File: src/include/pls_pkg.sv
// pls_pkg: constants and types shared by the local-side port of the bus interface core.
// assumes the standard bus command encoding; no clock or reset lives here.
package pls_pkg;

  localparam int unsigned PLS_DW        = 32;
  localparam int unsigned PLS_CW        = 4;
  localparam logic [3:0]  PLS_CMD_DAC   = 4'hD;
  localparam logic [3:0]  PLS_BE_NONE_N = 4'hF;
  localparam logic [31:0] PLS_ZERO_DW   = 32'h0000_0000;
  localparam logic [3:0]  PLS_CMD_RST   = 4'h0;
  // cycles from the frame's first low sample to each address half on the outputs
  localparam int unsigned PLS_LO_ADDR_LAT = 1;
  localparam int unsigned PLS_HI_ADDR_LAT = 2;

  // gray along idle -> data -> idle; only the dual address entry from idle takes a two-bit step
  typedef enum logic [1:0] {
    PLS_IDLE  = 2'b00,
    PLS_ADDR2 = 2'b11,
    PLS_DATA  = 2'b01
  } pls_state_t;

endpackage : pls_pkg

File: src/pls_local_port.sv
// pls_local_port: local (back-end) side of the bus interface core, target and master paths.
// assumes all bus inputs are sampled versions of the bus pins on the shared system clock,
// and that the core's target control supplies the base transfer strobe.
`timescale 1ns/100ps
`default_nettype none
module pls_local_port
  import pls_pkg::*;
#(
  parameter bit BUS64 = 1'b1
) (
  input  wire logic        sys_clk_i,
  input  wire logic        rst_n_i,
  // sampled bus side
  input  wire logic        frame_n_i,
  input  wire logic        irdy_n_i,
  input  wire logic [63:0] ad_i,
  input  wire logic [7:0]  cbe_n_i,
  input  wire logic        req64_n_i,
  input  wire logic        ack64_n_i,
  // core control
  input  wire logic        data_load_i,
  input  wire logic        base_xfer_n_i,
  // toward the core's bus drivers
  output logic      [63:0] core_ad_o,
  output logic      [7:0]  core_cbe_n_o,
  // local side
  input  wire logic [63:0] l_ad_in_i,
  input  wire logic [7:0]  master_cmd_byte_enable_input_n_i,
  output logic      [63:0] l_data_out_o,
  output logic      [63:0] target_start_address_output_o,
  output logic      [7:0]  target_byte_enable_output_n_o,
  output logic      [3:0]  target_bus_command_output_o,
  output logic             target_word_transfer_strobe_n_o,
  output logic             target_low_word_transfer_strobe_n_o,
  output logic             target_high_word_transfer_strobe_n_o,
  output logic             target_wide_transaction_flag_n_o
);

  pls_state_t  state_ff;
  logic        frame_prev_n_ff;
  logic        req64_lat_ff;
  logic        wide_ff;
  logic [63:0] data_ff;
  logic [63:0] addr_ff;
  logic [7:0]  be_n_ff;
  logic [3:0]  cmd_ff;
  logic [63:0] core_ad_ff;
  logic [7:0]  core_cbe_n_ff;
  logic        addr_phase;
  logic        txn_end;

  // a new frame is its first low sample after a high one
  assign addr_phase = !frame_n_i && frame_prev_n_ff;
  assign txn_end    = frame_n_i && irdy_n_i;

  always_ff @(posedge sys_clk_i) begin
    if (!rst_n_i) begin
      frame_prev_n_ff <= 1'b1;
    end else begin
      frame_prev_n_ff <= frame_n_i;
    end
  end

  always_ff @(posedge sys_clk_i) begin
    if (!rst_n_i) begin
      state_ff <= PLS_IDLE;
    end else begin
      case (state_ff)
        PLS_IDLE: begin
          if (addr_phase) begin
            state_ff <= (cbe_n_i[3:0] == PLS_CMD_DAC) ? PLS_ADDR2 : PLS_DATA;
          end
        end
        PLS_ADDR2: state_ff <= PLS_DATA;
        PLS_DATA: begin
          // a back-to-back frame restarts address capture without passing idle
          if (addr_phase) begin
            state_ff <= (cbe_n_i[3:0] == PLS_CMD_DAC) ? PLS_ADDR2 : PLS_DATA;
          end else if (txn_end) begin
            state_ff <= PLS_IDLE;
          end
        end
        default: state_ff <= PLS_IDLE;
      endcase
    end
  end

  // address and command capture
  always_ff @(posedge sys_clk_i) begin
    if (!rst_n_i) begin
      addr_ff <= {PLS_ZERO_DW, PLS_ZERO_DW};
      cmd_ff  <= PLS_CMD_RST;
    end else if (addr_phase) begin
      addr_ff[31:0]  <= ad_i[31:0];
      addr_ff[63:32] <= PLS_ZERO_DW;
      cmd_ff         <= cbe_n_i[3:0];
    end else if (state_ff == PLS_ADDR2) begin
      // dual address: low half came first, high half now; real command is in this phase
      addr_ff[63:32] <= ad_i[31:0];
      cmd_ff         <= cbe_n_i[3:0];
    end
  end

  // 64-bit negotiation: request latched at address time, confirmed by acknowledge
  always_ff @(posedge sys_clk_i) begin
    if (!rst_n_i) begin
      req64_lat_ff <= 1'b0;
      wide_ff      <= 1'b0;
    end else begin
      if (addr_phase) begin
        req64_lat_ff <= BUS64 && !req64_n_i;
      end else if (txn_end) begin
        req64_lat_ff <= 1'b0;
      end
      wide_ff <= req64_lat_ff && !ack64_n_i && !txn_end;
    end
  end

  // byte enables and data toward the local side
  always_ff @(posedge sys_clk_i) begin
    if (!rst_n_i) begin
      be_n_ff <= {PLS_BE_NONE_N, PLS_BE_NONE_N};
      data_ff <= {PLS_ZERO_DW, PLS_ZERO_DW};
    end else begin
      if (state_ff == PLS_DATA && !irdy_n_i) begin
        be_n_ff[3:0] <= cbe_n_i[3:0];
        be_n_ff[7:4] <= (BUS64 && wide_ff) ? cbe_n_i[7:4] : PLS_BE_NONE_N;
      end
      if (data_load_i) begin
        data_ff[31:0] <= ad_i[31:0];
        // the upper word only moves when the transfer really is 64 bits wide
        if (BUS64 && wide_ff) begin
          data_ff[63:32] <= ad_i[63:32];
        end
      end
    end
  end

  // master/target-read path: registered to cut the local logic from the bus drivers
  always_ff @(posedge sys_clk_i) begin
    if (!rst_n_i) begin
      core_ad_ff    <= {PLS_ZERO_DW, PLS_ZERO_DW};
      core_cbe_n_ff <= {PLS_BE_NONE_N, PLS_BE_NONE_N};
    end else begin
      core_ad_ff[31:0]   <= l_ad_in_i[31:0];
      core_ad_ff[63:32]  <= BUS64 ? l_ad_in_i[63:32] : PLS_ZERO_DW;
      core_cbe_n_ff[3:0] <= master_cmd_byte_enable_input_n_i[3:0];
      core_cbe_n_ff[7:4] <= BUS64 ? master_cmd_byte_enable_input_n_i[7:4] : PLS_BE_NONE_N;
    end
  end

  assign core_ad_o                     = core_ad_ff;
  assign core_cbe_n_o                  = core_cbe_n_ff;
  assign l_data_out_o                  = data_ff;
  assign target_start_address_output_o = addr_ff;
  assign target_byte_enable_output_n_o = be_n_ff;
  assign target_bus_command_output_o   = cmd_ff;
  assign target_wide_transaction_flag_n_o = !wide_ff;

  // strobes are handshake outputs and follow the base strobe in the same cycle, the high-word one only in a wide transfer
  assign target_word_transfer_strobe_n_o      = base_xfer_n_i;
  assign target_low_word_transfer_strobe_n_o  = base_xfer_n_i;
  assign target_high_word_transfer_strobe_n_o = base_xfer_n_i ||
                                                !(BUS64 && wide_ff);
endmodule : pls_local_port
`default_nettype wire
File: config.mk
export PLATFORM = sky130hd
export DESIGN_NAME = pls_local_port
export DESIGN_NICKNAME = d
export VERILOG_FILES = /design/src/include/pls_pkg.sv /design/src/pls_local_port.sv
export SDC_FILE = /design/constraint.sdc
export NUM_CORES = 1
export LEC_CHECK = 0
export BUFFER_PORTS_ARGS = -buffer_cell sky130_fd_sc_hd__buf_2
export CORE_AREA = 3 3 144 146
export DETAILED_ROUTE_END_ITERATION = 16
export DIE_AREA = 0 0 147 149
export PLACE_DENSITY = 0.72
export SYNTH_ARGS = -nofsm -noshare
export SYNTH_HDL_FRONTEND = slang
export SYNTH_SLANG_ARGS = --single-unit
File: constraint.sdc
create_clock -name sys_clk_i -period 1.4 [get_ports sys_clk_i]
set_input_delay 0.42 -clock sys_clk_i [delete_from_list [all_inputs] [get_ports sys_clk_i]]
set_output_delay 0.42 -clock sys_clk_i [all_outputs]
set_load 0.05 [all_outputs]
==> results of run 1 <==
[worst max path at each step]
stage,start,endpoint,slack (ns),cells past startpoint
after floorplan,base_xfer_n_i,target_high_word_transfer_strobe_n_o,0.16,1
after global placement,irdy_n_i,target_byte_enable_output_n_o[4],0.05,5
after detailed placement,frame_n_i,target_start_address_output_o[14],0.02,5
after CTS,wide_ff,target_wide_transaction_flag_n_o,-0.15,2
after global routing,wide_ff,target_high_word_transfer_strobe_n_o,-0.15,2
final,wide_ff,target_high_word_transfer_strobe_n_o,-0.12,2
[power groups by stage]
stage | Clock, mW | Sequential (mW) | Combinational (mW)
final | 6.14 | 6.65 | 2.41
after global routing | 6.56 | 6.67 | 2.52
after CTS | 6.27 | 6.64 | 2.34
after detailed placement | 0 | 6.64 | 1.91
after global placement | 0 | 6.64 | 1.90
after floorplan | 0 | 7.47 | 0.434
[timing repair]
action	CTS	global route
buffers inserted	6	20
endpoints found under the setup margin	214	214
gates resized for setup	804	39
[cell type report]
| class | instances | share of cell area, % |
|---|---|---|
| timing repair buffer | 416 | 34.4 |
| clock buffer | 34 | 5.29 |
| inverter | 4 | 0.117 |
| multi-input combinational | 481 | 20.9 |
| sequential | 217 | 36.1 |
| clock inverter | 7 | 0.694 |
| tap | 265 | 2.59 |
[cells in the mapped netlist, drive strengths merged]
| master | instances |
|---|---|
| inv | 4 |
| mux2i | 32 |
| o211ai | 1 |
| nor3 | 5 |
| nand4 | 6 |
| or3b | 1 |
| and4b | 1 |
| nor3b | 1 |
| dfxtp | 217 |
| a21oi | 33 |
| a311oi | 1 |
| or2b | 1 |
| nand3b | 1 |
| nand2b | 9 |
| nor2b | 33 |
| a21boi | 64 |
| nand3 | 3 |
| nor2 | 5 |
| and2 | 66 |
| buf | 35 |
| clkbuf | 18 |
| nand2 | 209 |
| o21ai | 9 |
[kinds of logic after synthesis]
| family | synth area share, % |
|---|---|
| AOI/OAI and AO/OA | 9.76 |
| buffers and inverters | 4.01 |
| DFF | 59.6 |
| muxes | 4.39 |
| and+or+nand+nor | 22.3 |
[worst max-delay path, stage by stage, from the launching register on]
cell	delay, ns
dfxtp_4	0.40
nand2b_4	0.06
buf_6	0.14
[state kept, by name, summed over array words and instances, names as in the netlist]
signal,cells
core_ad_o,64
target_start_address_output_o,64
core_cbe_n_o,8
target_byte_enable_output_n_o,8
wide_ff,1
target_bus_command_output_o,4
req64_lat_ff,1
state_ff,2
frame_prev_n_ff,1
l_data_out_o,64
[through the flow]
step | TNS [ns] | hold slack [ns] | worst slack [ns]
after floorplan | 0 | 0.428 | 0.157
after global placement | 0 | 0.439 | 0.0538
after detailed placement | 0 | 0.442 | 0.0156
after CTS | -4.92 | 0.0847 | -0.150
after global routing | -8.09 | 0.104 | -0.151
final | -1.24 | 0.105 | -0.123
[layer usage]
metal	GRT usage [%]	share of wire, %	wire length (µm)	vias up
li1	-	-	-	3188
met1	22.3	36	9010	3143
met2	39.0	52	13100	286
met3	6.44	8.3	2070	53
met4	6.43	3.3	822	2
met5	0	0.052	13	-
==> summary.md, run 1 <==
| Metric | Value |
|---|---|
| Outcome | finished, violations left |
| Violated checks | setup timing |
| Finished Cell Area | 12800 µm² |
| Final Hold Fails | 0 |
| Crit. End Element | output pin |
| Hold buffer count at cts | 0 |
| H-tree Lvls | 1 |
| Worst hold start | master_cmd_byte_enable_input_n_i[3] |
| Ant diodes | 0 |
| PortBufs | 367 |
| Final setup fails | 119 |
| Max Cap Viol | 0 |
| Synth Net Count | 907 |
| Crit Path Category | reg -> out |
| Num rows | 51 |
| CP arrival | 1.10 ns |
| Detail Route Antenna Nets | 0 |
| Worst R2R End | target_start_address_output_o[51] |
| Die ar. | 21900 µm² |
| DR vias | 6672 |
| DRT iter0 DRCs | 300 |
| Worst-path clk slew | 0.06 ns |
| FF+latch count, synth | 217 |
| PnR Total Power | 15.2 mW |
| WHS Endpoint | core_cbe_n_o[3] |
| Num ports | 368 |
| Seq/Total Area, Yosys | 59.6% |
| Period utilisation layout | 109% |
| Worst R2R Path Depth | 5 |
| Worst path required time | 0.98 ns |
| CTS tree | yes |
| Wirelength per Cell | 17.5 µm |
| Multi-input gate area | 2670 µm² |
| Sw frac | 26.3% |
| Seq pwr share | 43.8% |
| P&R area growth vs syn | 75.5% |
| Longest Clk Path Bufs | 3 |
| Pwr Density | 1190 nW/µm² |
| Gate power share | 15.9% |
| DRC Markers | 0 |
| Total GRT Usage | 20.8% |
| First-pass GRT wire length | 36600 µm |
| Max Clock Skew | 0.00593 ns |
| Final-report max-slew violation count | 0 |
| Routed WL | 25000 µm |
| Core Region | 19500 µm² |
| Hold Path Stages | 2 |
| Most frequent cells in the layout | dfxtp_2, nand2_1, buf_8 |
| Worst r2r src | state_ff[0] |
| Cells after DPL | 1357 |
| Switch Pwr | 4.00 mW |
| Hold/Removal Path Class | in -> reg |
| Final core occ | 65.6% |
| Crit path max fanout | 4 |
| Synth unique cells | 28 |
| Clock Sink Count | 217 |
| Number of fillers in the final layout | 1380 |
| Later-pin clock latency in the skew report | 0.49 ns |
| Die width | 147 µm |
| Placed Area | 9480 µm² |
| Drt pass-1 iters | 4 |
| Initial Util | 37.3% |
| Most common cell after layout, fill and taps aside | dfxtp_2 |
| Largest area contributor in the netlist | dfxtp_1 |
| Final min period | 1.52 ns |
| Worst slew pin tran | 0.292 ns |
| Largest net degree at the start of global routing | 57 |
| Initial antenna violation count | 1 |
| Grt ovf | 0 |
| Slew headroom | 80.6% |
| Syn. warnings | 0 |
| Total CTS buffers | 23 |
| Share of layout cells above drive strength 1 | 58.2% |
| DP Wirelength | 15700 µm |
| Clock power share | 40.4% |
| R2R Setup Slk | 0.13 ns |
| RSZ-0062 raised after global routing | true |
| Lkg Pwr | 5.53 nW |
| Reg area | 4620 µm² |
| Non-filler instance count after layout | 1424 |
| Worst vdd ir | 1110 µV |
| Top cell type's share of synthesized area | 59.6% |
| Fin nets | 1295 |
| Synth area leaders | dfxtp_1, nand2_1, and2_1, a21boi_0, mux2i_1 |
| Drt via density | 4.69 |
| Vias in the first global route | 6796 |
| Placer congestion estimate | 0.781 |
| Mapped Cells | 755 |
| Fmax | 657 MHz |
| Pint | 11.2 mW |
| Worst setup margin | -0.123 ns |
| Startpoint types | flop |
| Die height | 149 µm |
| Root Driver | clkbuf_16 |
| Mapped cell area | 7290 µm² |
| Avg Inst Size Synth | 9.66 µm² |
No activity file was read; power rests on OpenSTA's default activity.
==> inputs of run 2 (changes only) <==
- ABC_AREA: default -> 1
- CORE_AREA: 3 3 144 146 -> 3 3 141 143
- DIE_AREA: 0 0 147 149 -> 0 0 144 146
- PLACE_DENSITY: 0.72 -> 0.73
==> summary.md, run 2 <==
| Metric | Value |
|---|---|
| EDFF count, synth | 0 |
| PnR Total Power | 15.9 mW |
| Fin nets | 1397 |
| Most common cell after layout, fill and taps aside | dfxtp_2 |
| Synth Flop Type | dfxtp_1 |
| Slew headroom | 81.8% |
| Drt pass-1 iters | 8 |
| Die ar. | 21000 µm² |
| Synth area leaders | dfxtp_1, nor2_1, nand2_1, o21ai_0, inv_1 |
| Grt ovf | 0 |
| Slowest-stage cell, CP | dfxtp_2 |
| Seq/Total Area, Yosys | 61.5% |
| Total GRT Usage | 23.8% |
| Die height | 146 µm |
| Crit Path Category | reg -> out |
| Avg Inst Size Synth | 8.24 µm² |
| Placed Area | 9230 µm² |
| Final Hold Fails | 0 |
| Commonest cells post-synth | dfxtp_1, nor2_1, nand2_1 |
| Num ports | 368 |
| Share of layout cells above drive strength 1 | 53.8% |
| Later-pin clock latency in the skew report | 0.50 ns |
| DP Wirelength | 16200 µm |
| Worst vdd ir | 739 µV |
| Mapped cell area | 7060 µm² |
| Pwr Density | 1270 nW/µm² |
| Fmax | 602 MHz |
| DP Worst Slack | -0.0532 ns |
| Longest Clk Path Bufs | 3 |
| Final core occ | 66.8% |
| Placer congestion estimate | 0.821 |
| Outcome | finished, violations left |
| CP arrival | 1.24 ns |
| Crit. End Element | output pin |
| Synth Net Count | 1009 |
| Max Clock Skew | 0.0116 ns |
| Lkg Pwr | 5.98 nW |
| FF+latch count, synth | 217 |
| Final setup fails | 160 |
| CTS tree | yes |
| RSZ-0062 raised after global routing | true |
| Num rows | 50 |
| Top-count cell post-synth | dfxtp_1 |
| Clock Sink Count | 217 |
| Period utilisation layout | 119% |
| Final-report max-slew violation count | 0 |
| DR vias | 7319 |
| Vias in the first global route | 7402 |
| Core Region | 18700 µm² |
| Worst path bufs/invs | 2 |
| Max Cap Viol | 0 |
| Syn. warnings | 0 |
| Hold_ws | 0.0766 ns |
| Worst path required time | 0.98 ns |
| Worst-path cell chain | inv_2, or2_4, buf_8 |
| Root Driver | clkbuf_16 |
| Largest net degree at the start of global routing | 55 |
| Initial Util | 37.7% |
| Initial antenna violation count | 3 |
| Top cell type's share of synthesized area | 61.5% |
| DRT iter0 DRCs | 394 |
| Drt via density | 4.89 |
| Final min period | 1.66 ns |
| Crit path max fanout | 2 |
| Finished Cell Area | 12500 µm² |
| Routed WL | 28000 µm |
| Startpoint types | flop |
| Most frequent cells in the layout | dfxtp_2, nor2_1, buf_8 |
| Violated checks | setup timing |
| PortBufs | 367 |
| Worst-path clk slew | 0.06 ns |
| Worst setup margin | -0.263 ns |
| Largest area contributor in the netlist | dfxtp_1 |
| Mapped Cells | 857 |
| Detail Route Antenna Nets | 0 |
| Hold/Removal Path Class | in -> reg |
| Wirelength per Cell | 18.7 µm |
| Die width | 144 µm |
| P&R area growth vs syn | 77.1% |
| Worst slew pin tran | 0.272 ns |
| Synth unique cells | 19 |
| Critical Path Max Stage Delay | 0.33 ns |
| Crit path max-delay family | flip-flops |
| Total CTS buffers | 23 |
| First-pass GRT wire length | 40100 µm |
| Ys async rst share | 0% |
| DRC Markers | 0 |
| H-tree Lvls | 1 |
## run 2: changes by cell type after synthesis, moves of 7 or more
cell and change:
a21boi_0 -51, nand3_1 +8, nor2b_1 -33, clkbuf_1 -7, o21ai_0 +99, or2_2 +9, a21boi_1 -13, and2_1 -66
nand2b_1 -9, nand2_1 -61, mux2i_1 -32, inv_1 +68, nor2_1 +199
## run 2: area by class of cell
type,instances,area (µm²)
antenna,1,2.50
timing repair buffer,411,4350
tap,234,293
inverter,77,289
sequential,217,4610
clock buffer,33,653
multi-input combinational,515,2170
fill,1294,6200
clock inverter,8,131
## run 2: metal layers
layer / track usage, % / part of all wire, %
met5: 0 / 0.046
met4: 9.65 / 4.7
met2: 43.9 / 53
met3: 6.93 / 8.6
met1: 25.0 / 34
## run 2: cells by family after synthesis
logic type	after synthesis	synth area share, %
buffers and inverters	125	7.78
AOI/OAI and AO/OA	138	9.82
and+or+nand+nor	377	20.8
DFF	217	61.5
## run 2: path summary, 6_finish.rpt
check	startpoint	end	slack [ns]	depth (start not counted)
worst min-delay path	ack64_n_i	wide_ff	0.08	2
worst max register to register	state_ff[0]	target_start_address_output_o[51]	0.16	5
worst min register to register	target_start_address_output_o[48]	target_start_address_output_o[48]	0.48	2
worst max-delay path	wide_ff	target_high_word_transfer_strobe_n_o	-0.26	3
## run 2: per-stage QoR
| stage | setup TNS (ns) | std cells |
|---|---|---|
| after floorplan | 0 | 857 |
| after global placement | -0.0631 | 1438 |
| after detailed placement | -0.0532 | 1438 |
| after CTS | -4.45 | 1484 |
| after global routing | -9.73 | 1495 |
| final | -2.68 | 1496 |
## run 2: timing repair
action,in CTS,in global routing
hold buffers,0,0
setup buffers,5,11
pin swaps,0,0
setup endpoints to repair,214,216
gates resized for setup,796,48
gates cloned,0,0
## run 2: power breakdown
part / internal [mW] / switching (mW) / leakage (nW) / total, mW
clock network: 3.81 / 2.57 / 0.377 / 6.38
logic: 1.10 / 1.67 / 3.75 / 2.77
registers: 6.52 / 0.237 / 1.85 / 6.75
total: 11.4 / 4.48 / 5.98 / 15.9
